==> src/rtl/mtcc_pkg.sv <==
// Constants, types and helper functions for the modem test and call control block
package mtcc_pkg;

  // Timing: system clock and the clock output target (twice the crystal rate)
  localparam longint unsigned CLK_HZ = 40_000_000;
  localparam longint unsigned XTAL_HZ = 4_915_200;
  localparam longint unsigned CLOCK_OUTPUT_PIN_HZ = XTAL_HZ * 2;
  localparam logic [31:0] CLOCK_OUTPUT_PIN_INC = 32'((CLOCK_OUTPUT_PIN_HZ << 32) / CLK_HZ);

  // Register numbers as given after the S in a command
  localparam logic [7:0] REG_SPEED = 8'h07;
  localparam logic [7:0] REG_ALERT = 8'hE2;
  localparam logic [7:0] REG_MODCTL = 8'hE5;
  localparam logic [7:0] REG_PATTERN = 8'hE6;
  localparam logic [7:0] REG_DSPMODE = 8'hE8;
  localparam logic [7:0] REG_DAACTL = 8'hF1;
  localparam logic [7:0] REG_DAASTAT = 8'hF2;
  localparam logic [7:0] REG_LINEINFO = 8'hF8;

  // Field positions
  localparam int HYB_BIT = 2;
  localparam int LINK_BIT = 3;
  localparam int REV_LSB = 4;
  localparam int MOD_TX_BIT = 0;
  localparam int MOD_QAM_BIT = 2;
  localparam int MOD_ORIG_BIT = 3;
  localparam int MOD_G550_BIT = 4;
  localparam int MOD_G1800_BIT = 5;

  // Values with a meaning
  localparam logic [7:0] DSP_MODE_TEST = 8'h05;
  localparam logic [7:0] ALERT_ENABLE_VAL = 8'hC0;
  localparam logic [7:0] SPEED_QAM2400 = 8'h06;
  localparam logic [7:0] SPEED_DPSK1200 = 8'h02;
  localparam logic [7:0] SPEED_FSK300 = 8'h01;

  // Reset values
  localparam logic [7:0] DAACTL_RST = 8'h04;
  localparam logic [7:0] SPEED_RST = 8'h06;
  localparam logic [7:0] DSPMODE_RST = 8'h00;
  localparam logic [7:0] ALERT_RST = 8'h00;
  localparam logic [7:0] PATTERN_RST = 8'h00;

  // Command characters
  localparam logic [7:0] CH_A = 8'h41;
  localparam logic [7:0] CH_T = 8'h54;
  localparam logic [7:0] CH_S = 8'h53;
  localparam logic [7:0] CH_EQ = 8'h3D;
  localparam logic [7:0] CH_QUERY = 8'h3F;
  localparam logic [7:0] CH_CR = 8'h0D;

  // Progress characters
  localparam logic [7:0] CH_DIAL_TONE = 8'h74;
  localparam logic [7:0] CH_DIALED = 8'h2C;
  localparam logic [7:0] CH_RINGBACK = 8'h72;
  localparam logic [7:0] CH_BUSY = 8'h62;
  localparam logic [7:0] CH_NO_CARRIER = 8'h4E;
  localparam logic [7:0] CH_CONNECT = 8'h63;
  localparam logic [7:0] CH_CONNECT_1200 = 8'h64;

  typedef enum logic [2:0] {
    EV_DIAL_TONE = 3'h0,
    EV_DIALED = 3'h1,
    EV_RINGBACK = 3'h2,
    EV_BUSY = 3'h3,
    EV_NO_CARRIER = 3'h4,
    EV_CONNECT = 3'h5,
    EV_CONNECT_1200 = 3'h6
  } mtcc_event_type;

  typedef enum logic [1:0] {
    PROTO_NONE = 2'h0,
    PROTO_FSK300 = 2'h1,
    PROTO_DPSK1200 = 2'h2,
    PROTO_QAM2400 = 2'h3
  } mtcc_proto_type;

  // Bit 4 flags a valid hex digit, bits 3:0 its value
  function automatic logic [4:0] mtcc_hex_nibble(input logic [7:0] ch);
    logic [4:0] r;
    r = 5'h00;
    if (ch >= 8'h30 && ch <= 8'h39) begin
      r = {1'b1, ch[3:0]};
    end else if ((ch >= 8'h41 && ch <= 8'h46) || (ch >= 8'h61 && ch <= 8'h66)) begin
      r = {1'b1, 4'(ch[3:0] + 4'h9)};
    end
    return r;
  endfunction : mtcc_hex_nibble

  function automatic logic [7:0] mtcc_nibble_char(input logic [3:0] n);
    return (n < 4'hA) ? 8'(8'h30 + {4'h0, n}) : 8'(8'h37 + {4'h0, n});
  endfunction : mtcc_nibble_char

  function automatic logic [7:0] mtcc_event_char(input mtcc_event_type ev);
    logic [7:0] c;
    c = CH_NO_CARRIER;
    case (ev)
      EV_DIAL_TONE: c = CH_DIAL_TONE;
      EV_DIALED: c = CH_DIALED;
      EV_RINGBACK: c = CH_RINGBACK;
      EV_BUSY: c = CH_BUSY;
      EV_CONNECT: c = CH_CONNECT;
      EV_CONNECT_1200: c = CH_CONNECT_1200;
      default: c = CH_NO_CARRIER;
    endcase
    return c;
  endfunction : mtcc_event_char

endpackage : mtcc_pkg

==> src/rtl/mtcc_fifo.sv <==
// Synchronous FIFO with valid/ready on both sides and a fill level
`timescale 1ns/100ps
module mtcc_fifo #(
  parameter int WIDTH = 8,
  parameter int DEPTH = 16
) (
  input wire logic clk,
  input wire logic rst,
  input wire logic ce,
  input wire logic [WIDTH-1:0] in_data,
  input wire logic in_valid,
  output logic in_ready,
  output logic [WIDTH-1:0] out_data,
  output logic out_valid,
  input wire logic out_ready,
  output logic [$clog2(DEPTH+1)-1:0] level
);
  localparam int AW = $clog2(DEPTH);

  if (DEPTH < 2 || (1 << AW) != DEPTH || WIDTH < 1) begin : g_check
    $error("mtcc_fifo: DEPTH must be a power of two of at least 2");
  end

  logic [WIDTH-1:0] mem [DEPTH];
  logic [AW-1:0] wr_ptr_reg;
  logic [AW-1:0] rd_ptr_reg;
  logic [$clog2(DEPTH+1)-1:0] count_reg;
  wire push = ce && in_valid && in_ready;
  wire pop = ce && out_valid && out_ready;

  assign in_ready = (count_reg != ($clog2(DEPTH+1))'(DEPTH));
  assign out_valid = (count_reg != '0);
  assign out_data = mem[rd_ptr_reg];
  assign level = count_reg;

  always_ff @(posedge clk) begin
    if (push) begin
      mem[wr_ptr_reg] <= in_data;
    end
  end

  always_ff @(posedge clk) begin
    if (rst) begin
      wr_ptr_reg <= '0;
      rd_ptr_reg <= '0;
      count_reg <= '0;
    end else begin
      wr_ptr_reg <= push ? AW'(wr_ptr_reg + 1'b1) : wr_ptr_reg;
      rd_ptr_reg <= pop ? AW'(rd_ptr_reg + 1'b1) : rd_ptr_reg;
      count_reg <= count_reg + push - pop;
    end
  end

endmodule : mtcc_fifo

==> src/rtl/mtcc_modem_ctl.sv <==
// Modem test and call control: command parser, test registers, progress codes, data mode
`timescale 1ns/100ps
module mtcc_modem_ctl
  import mtcc_pkg::*;
#(
  parameter int FIFO_DEPTH = 16
) (
  input wire logic clk,
  input wire logic rst,
  input wire logic ce,
  input wire logic [7:0] host_rx_data,
  input wire logic host_rx_valid,
  output logic cts,
  output logic [7:0] host_tx_data,
  output logic host_tx_valid,
  input wire logic host_tx_ready,
  output logic [7:0] modem_tx_data,
  output logic modem_tx_valid,
  input wire logic modem_tx_ready,
  input wire logic [7:0] modem_rx_data,
  input wire logic modem_rx_valid,
  output logic modem_rx_ready,
  input wire logic call_evt_valid,
  input wire mtcc_event_type call_evt_code,
  input wire logic link_frame_ok,
  input wire logic [3:0] line_side_revision,
  input wire logic alert_event,
  output logic clock_output_pin,
  output logic hybrid_cancel_enable,
  output logic [7:0] dsp_mode_select,
  output logic [7:0] dsp_test_data_pattern,
  output logic test_tx_enable,
  output logic modulation_type_select,
  output logic test_originate,
  output logic guard_550,
  output logic guard_1800,
  output mtcc_proto_type speed_protocol,
  output logic alert_pin_out,
  output logic alert_pin_oe,
  output logic data_mode
);
  localparam int LW = $clog2(FIFO_DEPTH+1);

  if (FIFO_DEPTH < 4) begin : g_check
    $error("mtcc_modem_ctl: FIFO_DEPTH below 4 cannot cover the flow-control lag");
  end

  typedef enum logic [8:0] {
    P_IDLE = 9'h001, P_A = 9'h002, P_T = 9'h004, P_S = 9'h008, P_R1 = 9'h010,
    P_R2 = 9'h020, P_V1 = 9'h040, P_V2 = 9'h080, P_CR = 9'h100
  } mtcc_parse_type;

  mtcc_parse_type state_reg, state_next;
  logic [31:0] acc_reg;
  logic clock_output_pin_reg, cts_reg, tx_valid_reg, mtx_valid_reg, mrx_ready_reg;
  logic [7:0] tx_data_reg, mtx_data_reg;
  logic [7:0] addr_reg, val_reg, reply_reg;
  logic rd_reg, evt_pend_reg, data_mode_reg;
  mtcc_event_type evt_code_reg;
  logic [1:0] reply_cnt_reg;
  logic [7:0] speed_reg, alert_cfg_reg, pattern_reg, dspmode_reg, daactl_reg;
  logic [5:0] modctl_reg;
  mtcc_proto_type proto_reg;
  logic alert_reg, alert_oe_reg;

  logic [7:0] fifo_data;
  logic fifo_valid, fifo_in_ready, fifo_pop;
  logic [LW-1:0] fifo_level;

  // Host side flow: the FIFO absorbs bytes already in flight when cts drops
  mtcc_fifo #(.WIDTH(8), .DEPTH(FIFO_DEPTH)) u_rx_fifo (
    .clk(clk),
    .rst(rst),
    .ce(ce),
    .in_data(host_rx_data),
    .in_valid(host_rx_valid),
    .in_ready(fifo_in_ready),
    .out_data(fifo_data),
    .out_valid(fifo_valid),
    .out_ready(fifo_pop),
    .level(fifo_level)
  );

  // Output slot arbitration
  wire slot_free = !tx_valid_reg || host_tx_ready;
  wire take_mrx = modem_rx_valid && mrx_ready_reg;
  wire send_evt = slot_free && evt_pend_reg && !take_mrx;
  wire send_reply = slot_free && !evt_pend_reg && reply_cnt_reg != 2'h0 && !take_mrx;
  wire pop_cmd = slot_free && !evt_pend_reg && reply_cnt_reg == 2'h0 && fifo_valid
                 && !data_mode_reg && !take_mrx;
  wire mtx_free = !mtx_valid_reg || modem_tx_ready;
  wire pop_data = data_mode_reg && fifo_valid && mtx_free;
  assign fifo_pop = pop_cmd || pop_data;

  // Command decode
  wire [4:0] hexv = mtcc_hex_nibble(fifo_data);
  wire is_hex = hexv[4];
  wire exec_fire = pop_cmd && state_reg == P_CR && fifo_data == CH_CR;
  wire exec_wr = exec_fire && !rd_reg;
  wire exec_rd = exec_fire && rd_reg;
  wire wr_speed = exec_wr && addr_reg == REG_SPEED;
  wire wr_alert = exec_wr && addr_reg == REG_ALERT;
  wire wr_modctl = exec_wr && addr_reg == REG_MODCTL;
  wire wr_dspmode = exec_wr && addr_reg == REG_DSPMODE;
  wire in_test_mode = dspmode_reg == DSP_MODE_TEST;
  wire [7:0] evt_char = mtcc_event_char(evt_code_reg);
  wire [3:0] reply_nib = (reply_cnt_reg == 2'h2) ? reply_reg[7:4] : reply_reg[3:0];
  wire [7:0] read_val =
      (addr_reg == REG_DAASTAT) ? 8'(link_frame_ok) << LINK_BIT :
      (addr_reg == REG_LINEINFO) ? {line_side_revision, 4'h0} :
      (addr_reg == REG_SPEED) ? speed_reg :
      (addr_reg == REG_ALERT) ? alert_cfg_reg :
      (addr_reg == REG_PATTERN) ? pattern_reg :
      (addr_reg == REG_DSPMODE) ? dspmode_reg :
      (addr_reg == REG_DAACTL) ? daactl_reg : 8'h00;
  wire mtcc_parse_type restart = (fifo_data == CH_A) ? P_A : P_IDLE;

  always_comb begin
    state_next = state_reg;
    if (pop_cmd) begin
      case (state_reg)
        P_IDLE: state_next = restart;
        P_A: state_next = (fifo_data == CH_T) ? P_T : restart;
        P_T: state_next = (fifo_data == CH_S) ? P_S : restart;
        P_S: state_next = is_hex ? P_R1 : restart;
        P_R1: state_next = is_hex ? P_R2 : restart;
        P_R2: state_next = (fifo_data == CH_EQ) ? P_V1 :
                           (fifo_data == CH_QUERY) ? P_CR : restart;
        P_V1: state_next = is_hex ? P_V2 : restart;
        P_V2: state_next = is_hex ? P_CR : restart;
        P_CR: state_next = restart;
        default: state_next = P_IDLE;
      endcase
    end
  end

  // Slot contents and data mode changes
  wire tx_load = take_mrx || send_evt || send_reply || pop_cmd;
  wire tx_valid_next = slot_free ? tx_load : 1'b1;
  wire [7:0] tx_data_next = take_mrx ? modem_rx_data : send_evt ? evt_char :
                            send_reply ? mtcc_nibble_char(reply_nib) :
                            pop_cmd ? fifo_data : tx_data_reg;
  wire is_connect = evt_code_reg == EV_CONNECT || evt_code_reg == EV_CONNECT_1200;
  wire data_mode_next = (send_evt && is_connect) ? 1'b1 :
                        (send_evt && evt_code_reg == EV_NO_CARRIER) ? 1'b0 : data_mode_reg;
  // A new event wins over the clear of the one being sent
  wire evt_pend_next = call_evt_valid || (evt_pend_reg && !send_evt);
  wire alert_next = (alert_cfg_reg == ALERT_ENABLE_VAL)
                    && (alert_event || (alert_reg && !wr_alert));
  wire [7:0] alert_cfg_next = wr_alert ? val_reg : alert_cfg_reg;

  wire [31:0] acc_next = acc_reg + CLOCK_OUTPUT_PIN_INC;
  always_ff @(posedge clk) begin
    if (rst) begin
      acc_reg <= 32'h0000_0000;
      clock_output_pin_reg <= 1'b0;
    end else if (ce) begin
      acc_reg <= acc_next;
      clock_output_pin_reg <= acc_next[31];
    end
  end

  // Parser and output paths; echo loads each command character into the slot
  always_ff @(posedge clk) begin
    if (rst) begin
      state_reg <= P_IDLE;
      tx_valid_reg <= 1'b0;
      tx_data_reg <= 8'h00;
      mtx_valid_reg <= 1'b0;
      mtx_data_reg <= 8'h00;
      evt_pend_reg <= 1'b0;
      evt_code_reg <= EV_DIAL_TONE;
      data_mode_reg <= 1'b0;
      mrx_ready_reg <= 1'b0;
      cts_reg <= 1'b0;
    end else if (ce) begin
      state_reg <= state_next;
      tx_valid_reg <= tx_valid_next;
      tx_data_reg <= tx_data_next;
      mtx_valid_reg <= pop_data || (mtx_valid_reg && !modem_tx_ready);
      mtx_data_reg <= pop_data ? fifo_data : mtx_data_reg;
      evt_pend_reg <= evt_pend_next;
      evt_code_reg <= call_evt_valid ? call_evt_code : evt_code_reg;
      // switch to data after a connect code
      data_mode_reg <= data_mode_next;
      mrx_ready_reg <= data_mode_next && !tx_valid_next && !evt_pend_next;
      // one slot of margin covers the registered lag of cts
      cts_reg <= fifo_level < LW'(FIFO_DEPTH - 1);
    end
  end

  always_ff @(posedge clk) begin
    if (rst) begin
      addr_reg <= 8'h00;
      val_reg <= 8'h00;
      rd_reg <= 1'b0;
      reply_reg <= 8'h00;
      reply_cnt_reg <= 2'h0;
    end else if (ce) begin
      addr_reg <= (pop_cmd && is_hex && (state_reg == P_S || state_reg == P_R1)) ?
                  {addr_reg[3:0], hexv[3:0]} : addr_reg;
      val_reg <= (pop_cmd && is_hex && (state_reg == P_V1 || state_reg == P_V2)) ?
                 {val_reg[3:0], hexv[3:0]} : val_reg;
      rd_reg <= (pop_cmd && state_reg == P_R2) ? (fifo_data == CH_QUERY) : rd_reg;
      reply_reg <= exec_rd ? read_val : reply_reg;
      reply_cnt_reg <= exec_rd ? 2'h2 : send_reply ? 2'(reply_cnt_reg - 1'b1) : reply_cnt_reg;
    end
  end

  // Register writes
  always_ff @(posedge clk) begin
    if (rst) begin
      speed_reg <= SPEED_RST;
      proto_reg <= PROTO_QAM2400;
      alert_cfg_reg <= ALERT_RST;
      pattern_reg <= PATTERN_RST;
      dspmode_reg <= DSPMODE_RST;
      daactl_reg <= DAACTL_RST;
      modctl_reg <= 6'h00;
      alert_reg <= 1'b0;
      alert_oe_reg <= 1'b0;
    end else if (ce) begin
      speed_reg <= wr_speed ? val_reg : speed_reg;
      if (wr_speed) begin
        proto_reg <= (val_reg == SPEED_QAM2400) ? PROTO_QAM2400 :
                     (val_reg == SPEED_DPSK1200) ? PROTO_DPSK1200 :
                     (val_reg == SPEED_FSK300) ? PROTO_FSK300 : PROTO_NONE;
      end
      pattern_reg <= (exec_wr && addr_reg == REG_PATTERN) ? val_reg : pattern_reg;
      dspmode_reg <= wr_dspmode ? val_reg : dspmode_reg;
      // hybrid enable lives in the control register
      daactl_reg <= (exec_wr && addr_reg == REG_DAACTL) ? val_reg : daactl_reg;
      // only documented bits kept, and only in mode 5
      if (wr_dspmode && val_reg != DSP_MODE_TEST) begin
        modctl_reg <= 6'h00;
      end else if (wr_modctl && in_test_mode) begin
        modctl_reg <= val_reg[5:0] & 6'h3D;
      end
      // sticky alert, an event in the clearing cycle still wins
      alert_cfg_reg <= alert_cfg_next;
      alert_reg <= alert_next;
      alert_oe_reg <= alert_cfg_next == ALERT_ENABLE_VAL;
    end
  end

  assign cts = cts_reg;
  assign host_tx_data = tx_data_reg;
  assign host_tx_valid = tx_valid_reg;
  assign modem_tx_data = mtx_data_reg;
  assign modem_tx_valid = mtx_valid_reg;
  assign modem_rx_ready = mrx_ready_reg;
  assign clock_output_pin = clock_output_pin_reg;
  assign hybrid_cancel_enable = daactl_reg[HYB_BIT];
  assign dsp_mode_select = dspmode_reg;
  assign dsp_test_data_pattern = pattern_reg;
  assign test_tx_enable = modctl_reg[MOD_TX_BIT];
  assign modulation_type_select = modctl_reg[MOD_QAM_BIT];
  assign test_originate = modctl_reg[MOD_ORIG_BIT];
  assign guard_550 = modctl_reg[MOD_G550_BIT];
  assign guard_1800 = modctl_reg[MOD_G1800_BIT];
  assign speed_protocol = proto_reg;
  assign alert_pin_out = alert_reg;
  assign alert_pin_oe = alert_oe_reg;
  assign data_mode = data_mode_reg;

  // Checks. Edge count over 1000 enabled cycles must match 245.76 per 1000.
  logic [9:0] win_cnt;
  logic [8:0] edge_cnt;
  logic clk_prev;
  wire rise = clock_output_pin_reg && !clk_prev;
  always_ff @(posedge clk) begin
    if (rst) begin
      win_cnt <= 10'h000;
      edge_cnt <= 9'h000;
      clk_prev <= 1'b0;
    end else if (ce) begin
      clk_prev <= clock_output_pin_reg;
      win_cnt <= (win_cnt == 10'd999) ? 10'h000 : 10'(win_cnt + 1'b1);
      edge_cnt <= (win_cnt == 10'd999) ? 9'h000 : 9'(edge_cnt + rise);
    end
  end

  property p_clock_output_pin_rate;
    @(posedge clk) disable iff (rst)
      (ce && win_cnt == 10'd999) |-> (9'(edge_cnt + rise) inside {9'd245, 9'd246});
  endproperty
  a_clock_output_pin_rate: assert property (p_clock_output_pin_rate) else $error("clock output rate wrong");

  property p_echo;
    @(posedge clk) disable iff (rst)
      (ce && pop_cmd) |=> (host_tx_valid && host_tx_data == $past(fifo_data));
  endproperty
  a_echo: assert property (p_echo) else $error("command character not echoed");

  property p_link_flag;
    @(posedge clk) disable iff (rst)
      (ce && exec_rd && addr_reg == REG_DAASTAT)
      |=> (reply_reg[LINK_BIT] == $past(link_frame_ok) && reply_cnt_reg == 2'h2);
  endproperty
  a_link_flag: assert property (p_link_flag) else $error("link flag read wrong");

  property p_revision;
    @(posedge clk) disable iff (rst)
      (ce && exec_rd && addr_reg == REG_LINEINFO) |=> reply_reg[7:4] == $past(line_side_revision);
  endproperty
  a_revision: assert property (p_revision) else $error("revision read wrong");

  property p_hybrid;
    @(posedge clk) disable iff (rst)
      (ce && exec_wr && addr_reg == REG_DAACTL) |=> hybrid_cancel_enable == $past(val_reg[2]);
  endproperty
  a_hybrid: assert property (p_hybrid) else $error("hybrid enable not applied");

  property p_mode_gate;
    @(posedge clk) disable iff (rst)
      (dspmode_reg != DSP_MODE_TEST) |-> !(test_tx_enable || modulation_type_select
        || test_originate || guard_550 || guard_1800);
  endproperty
  a_mode_gate: assert property (p_mode_gate) else $error("test controls outside mode 5");

  property p_modctl;
    @(posedge clk) disable iff (rst)
      (ce && wr_modctl && in_test_mode) |=> (test_tx_enable == $past(val_reg[0])
        && modulation_type_select == $past(val_reg[2]) && test_originate == $past(val_reg[3])
        && guard_550 == $past(val_reg[4]) && guard_1800 == $past(val_reg[5]));
  endproperty
  a_modctl: assert property (p_modctl) else $error("modulation control mismatch");

  property p_speed;
    @(posedge clk) disable iff (rst)
      (ce && wr_speed && val_reg == SPEED_DPSK1200) |=> speed_protocol == PROTO_DPSK1200;
  endproperty
  a_speed: assert property (p_speed) else $error("speed select wrong");

  property p_connect;
    @(posedge clk) disable iff (rst)
      (ce && send_evt && is_connect) |=> (data_mode && host_tx_data == $past(evt_char));
  endproperty
  a_connect: assert property (p_connect) else $error("connect not followed by data");

  property p_cts;
    @(posedge clk) disable iff (rst) cts |-> fifo_in_ready;
  endproperty
  a_cts: assert property (p_cts) else $error("cts high while full");

  property p_alert_sticky;
    @(posedge clk) disable iff (rst)
      (ce && alert_pin_out && !wr_alert) |=> alert_pin_out;
  endproperty
  a_alert_sticky: assert property (p_alert_sticky) else $error("alert dropped");

  c_read: cover property (@(posedge clk) disable iff (rst) exec_rd);
  c_connect: cover property (@(posedge clk) disable iff (rst) send_evt && is_connect);
  c_cts_low: cover property (@(posedge clk) disable iff (rst) !cts ##1 cts);
  c_alert: cover property (@(posedge clk) disable iff (rst) alert_pin_out ##1 !alert_pin_out);

endmodule : mtcc_modem_ctl

==> config.mk <==
export PLATFORM = sky130hd
export DESIGN_NAME = mtcc_modem_ctl
export DESIGN_NICKNAME = d
export VERILOG_FILES = /design/src/rtl/mtcc_pkg.sv /design/src/rtl/mtcc_fifo.sv /design/src/rtl/mtcc_modem_ctl.sv
export SDC_FILE = /design/constraint.sdc
export NUM_CORES = 1
export LEC_CHECK = 0
export BUFFER_PORTS_ARGS = -buffer_cell sky130_fd_sc_hd__buf_2
export CORE_MARGIN = 5
export CORE_UTILIZATION = 55
export CTS_BUF_LIST = sky130_fd_sc_hd__clkbuf_4 sky130_fd_sc_hd__clkbuf_8
export DETAILED_ROUTE_END_ITERATION = 16
export GPL_TIMING_DRIVEN = 0
export HOLD_SLACK_MARGIN = 0.06
export MAX_ROUTING_LAYER = met4
export PLACE_DENSITY = 0.7
export SYNTH_ARGS = -nofsm -noshare
export SYNTH_HDL_FRONTEND = slang
export SYNTH_SLANG_ARGS = --single-unit
==> constraint.sdc <==
create_clock -name clk -period 4.3 [get_ports clk]
set_clock_uncertainty 0.2 [all_clocks]
set_input_delay 0.215 -clock clk [delete_from_list [all_inputs] [get_ports clk]]
set_output_delay 0.215 -clock clk [all_outputs]
set_load 0.005 [all_outputs]
* Yosys cells after proc, flatten, opt, wreduce, memory -nomap -nowiden
Memory sizes are Yosys's and may differ from the RTL's. A register that Yosys moved wholly into a read port is not among the register bits. Cells that the tools add are included.
Cells by class: add/subtract/negate cells 9, order comparisons 8, equality and inequality tests 38, muxes and demuxes 41, reduce and logical (&&, ||, !) cells 89
Operators with widths (number):
- 8-bit 2-to-1 mux | 13
- 8-bit == test (second input constant) | 9
- 9-bit case mux with 8 select lines | 1
- 1-bit logical AND | 43
- 7-bit case mux with 6 select lines | 1
- 32-bit by 30-bit adder with 32-bit output (second input constant) | 1
- 2-bit AND reduction | 14
- 9-bit 2-to-1 mux | 3
- 8-bit by 3-bit == test with 1-bit output (second input constant) | 3
- 8-bit by 7-bit == test with 1-bit output (second input constant) | 3
- 6-bit 2-to-1 mux | 3
- 8-bit by 6-bit == test with 1-bit output (second input constant) | 2
- 8-bit by 7-bit >= comparator with 1-bit output (second input constant) | 2
- 8-bit by 7-bit less-or-equal comparator with 1-bit output (second input constant) | 2
- 4-bit 2-to-1 mux | 4
- 5-bit 2-to-1 mux | 3
- 6-bit by 4-bit adder with 7-bit output (first input constant) | 2
- 1-bit logical OR | 13
- 1-bit logical NOT | 11
- 2-bit 2-to-1 mux | 5
- 3-bit == test (second input constant) | 3
- 9-bit by 1-bit == test with 1-bit output (second input constant) | 1
- 9-bit by 2-bit == test with 1-bit output (second input constant) | 1
- 9-bit by 3-bit == test with 1-bit output (second input constant) | 1
- other kinds (32) | 41
Storage, ports and cells: bits in registers 157, bits in writable memories 128, input bits 33, logic and storage cells 215, memories kept 1
Memory list:
- u_rx_fifo.mem | words 16, width 8, rd ports 1, clocked after memory_dff 1, wr ports 1, RTL line mtcc_fifo.sv:24 | logic [WIDTH-1:0] mem [DEPTH];

* Longest topological paths before layout
word-level depth 15, mapped depth 16

* Modules after synthesis
Synthesis repeated with hierarchy kept, for this count alone.
Second synthesis, totals: cells, all modules 1219, area total of the unflattened synthesis 13305.3 µm²
By module, submodules not included:
- mtcc_modem_ctl | instances 1, cells an instance 913, area each 7541.0 µm²
- mtcc_fifo | instances 1, cells an instance 306, area each 5764.3 µm²

* Worst setup path before layout
No wires, ideal clock.
path type register to register, start point register with a tool-made name, end point register speed_reg[1], setup time 0.121 ns, arrival 3.305 ns, required time 3.979 ns, path slack 0.674 ns, cell stages (with the launch flop) 15, clock period less this slack 3.626 ns, cells stage by stage dfxtp_1 > buf_4 > buf_4 > buf_2 > mux4_2 > nand3_1 > nand3_1 > inv_1 > ha_1 > nand4_1 > nor4_4 > nand3_1 > buf_2 > mux2i_1 > nand2_1
RTL lines:
- end signal: assignment | RTL line mtcc_modem_ctl.sv:223 | speed_reg <= wr_speed ? val_reg : speed_reg;
- end: declaration | RTL line mtcc_modem_ctl.sv:61 | logic [7:0] speed_reg, alert_cfg_reg, pattern_reg, dspmode_reg, daactl_reg;

==> impl_metrics.py <==
metrics = {
    "outcome": {
        "outcome": "finished, final reports clean",
    },
    "pwr": {
        "ir_drop_v": 0.000260,
        "power_leakage_nw": 5.83,
        "p_comb_frac": 0.183,
        "p_sw_mw": 1.90,
        "p_per_area_nw_per_um2": 457,
        "pwr-share-clk": 0.375,
        "switching_share": 0.276,
        "power.internal_mw": 4.97,
        "p_seq_frac": 0.442,
    },
    "yosys": {
        "yosysWarnings": 0,
        "synth_top_area_frac": 0.302,
        "synth_flop_cell": "dfxtp_1",
        "synth-seq-cells": 286,
        "yosys.cell_types.count": 72,
        "ys_async_sr_fraction": 0,
        "yosysMostFrequentCell": "nor2_1",
        "avgSynthCellArea_um2": 11.2,
        "synthesis.area_um2": 12700,
        "synth_common_cells": "nor2_1 (175), dfxtp_1 (158), edfxtp_1 (128)",
        "yosysTopAreaCell": "edfxtp_1",
        "synthTopCellsByArea": "edfxtp_1 (30%), dfxtp_1 (25%), mux2i_1 (6.8%)",
        "syn-num-nets": 1193,
        "yosysSeqAreaShare": 0.551,
        "synthCells": 1138,
        "synth_edf_count": 128,
    },
    "setup_path": {
        "slowest_stage": "mux2i_1",
        "critPathMaxFanout": 10,
        "arrival_ps": 4320,
        "crit_required_ps": 4550,
        "ff2ff_setup_slack_ps": 230,
        "path_class": "register to register",
        "cp-start-kind": "register",
        "worst_path_largest_cell_delay_ps": 680,
        "crit_chain": "buf_1 -> mux4_1 -> mux2_2 -> mux2i_1 -> nand3_1 -> nor4_4 -> buf_12 -> nand3_1 -> buf_2 -> mux2i_1 -> nor2_1",
        "timing.rr.end": "speed_reg[0]",
        "reg2reg_depth": 11,
        "crit_path_end_kind": "register",
        "endpoint": "speed_reg[0]",
    },
    "place": {
        "dp_cells": 1505,
        "gp_routability_congestion": 0.917,
        "portBuffers": 79,
        "dpl.hpwl_um": 21800,
    },
    "layout": {
        "areaGrowthSynthToFinish_pct": 18.2,
        "largest_reg_flops": 128,
        "drive_gt1_frac": 0.169,
        "nFillCells": 1759,
        "stdcell_count": 1631,
        "diodes": 0,
        "nets": 1365,
    },
    "worst_hold_path": {
        "hold_path_class": "input port to register",
        "min_path_cells": 6,
    },
    "clocking": {
        "cts_root_buffer": "clkbuf_8",
        "cts_buffers": 47,
        "htree_levels": 2,
        "clk-insertion-delay-late_ps": 590,
        "clock_path_buffers": 3,
        "clock_sinks": 286,
        "cts_tree": "built",
        "clkTransAtPathRegs_ps": 60,
    },
    "global_route": {
        "first_global_vias": 9293,
        "grt_pass1_wl_um": 50200,
        "grt_usage": 0.248,
        "grt_max_degree": 20,
        "antenna_found_initial": 0,
        "overflow": 0,
    },
    "detailed_routing": {
        "drtPass1Iterations": 5,
        "vias": 9533,
        "drc": 0,
        "via_per_inst": 5.84,
        "drt_iter0_drc": 873,
        "ant_nets": 0,
        "wl_um": 31900,
        "routedWlPerCell_um": 19.6,
    },
    "timing": {
        "min_period_over_period": 0.946,
        "maxSlewViolCount": 0,
        "setup_tns_ps": 0,
        "setup_violations": 0,
        "clock.fmax_mhz": 246,
        "worst_pin_slew_ps": 1100,
        "fin_crit_ps": 4070,
        "holdWs_ps": 155,
        "relSlewSlack": 0.259,
        "finalHoldViolations": 0,
        "rsz0062_at_grt": "no",
    },
    "die": {
        "io_pins": 81,
        "fp.dieW_um": 162,
        "num_rows": 55,
        "fp.dieH_um": 162,
        "core_area_um2": 22700,
        "die_area_um2": 26300,
        "initial_utilization": 0.560,
    },
    "flow_run": {
        "maxCapViolCount": 0,
    },
}
[through the flow]
| stage | cell area, um^2 | util | total power [mW] | setup slack [ps] |
|---|---|---|---|---|
| floorplan | 12700 | - | 3.93 | 674 |
| global placement | 13500 | 0.593 | 4.26 | -338 |
| detailed placement | 13500 | 0.596 | 4.30 | -381 |
| CTS | 15000 | 0.662 | 6.89 | 137 |
| global route | 15000 | 0.662 | 7.17 | 1.39 |
| finish | 15000 | 0.662 | 6.87 | 233 |
[how the worst min path moves through the flow]
| stage | from | end | slack, ps |
|---|---|---|---|
| 2_1_floorplan | host_rx_data[0] | u_rx_fifo.mem[0][0] | 110 |
| 3_3_place_gp | modctl_reg[0] | modctl_reg[0] | 240 |
| 3_5_place_dp | modctl_reg[0] | modctl_reg[0] | 240 |
| 4_1_cts | link_frame_ok | reply_reg[3] | 120 |
| 5_1_grt | link_frame_ok | reply_reg[3] | 180 |
| 6_report | link_frame_ok | reply_reg[3] | 160 |
[power groups by stage]
stage	clock, mW	combinational, mW	sequential (mW)
CTS	2.60	1.25	3.03
global placement	0	1.18	3.09
finish	2.58	1.26	3.04
detailed placement	0	1.21	3.09
floorplan	0	0.856	3.08
global route	2.75	1.38	3.05
[routing by layer]
metal	track usage	wire [um]	vias to the layer above
met1	0.337	14400	4650
met3	0.0360	1830	60
li1	-	-	4522
met2	0.391	14900	301
met5	-	0	-
met4	0.0761	773	0
[worst max-delay path, delay by kind of cell, from the launching register on]
kind                   cells  cell delay [ps]
muxes                      4             1600
buffers and inverters      3              990
DFF                        1              390
and+or+nand+nor            4              760
[what timing repair did]
action | in CTS | in global routing
gates resized for setup | 1 | 2
hold buffers | 41 | 0
endpoints found under the hold margin | 156 | 0
pin swaps | 2 | 0
setup endpoints to repair | 67 | 53
buffers inserted | 2 | 0
[layout by cell type, fill, tap and decap left out, drive strengths merged, types with 10 or more instances in the layout]
cell	n
a21oi	47
a22oi	24
buf	95
clkbuf	133
dfxtp	158
dlygate4sd3	41
edfxtp	128
ha	21
inv	23
mux2i	87
mux4	30
nand2	75
nand2b	11
nand3	44
nand4	10
nor2	175
nor2b	11
nor3	27
nor4	12
o21ai	26
or3	13
xnor2	23
xor2	20
[final cells by class]
type	count	area (um^2)	share of cell area
Inverter	22	82.6	0.00549
Sequential cell	286	7010	0.466
Timing Repair Buffer	125	876	0.0582
Tap cell	285	357	0.0237
Multi-Input combinational cell	763	5400	0.359
Clock inverter	6	75.1	0.00499
Buffer	65	269	0.0179
Clock buffer	79	975	0.0648
[cells by family (layout without fill, tap and decap cells)]
family,after synthesis,after routing,share of synthesized area
AO/OA/AOI/OAI,162,162,0.0860
XOR/XNOR,43,43,0.0296
adder cells (fa/ha/maj),22,22,0.0222
buffers and inverters,89,297,0.0280
flip-flops,286,286,0.551
multiplexers,120,120,0.127
AND/OR/NAND/NOR,416,416,0.157
Note: power is estimated with default switching activity, not from simulation.
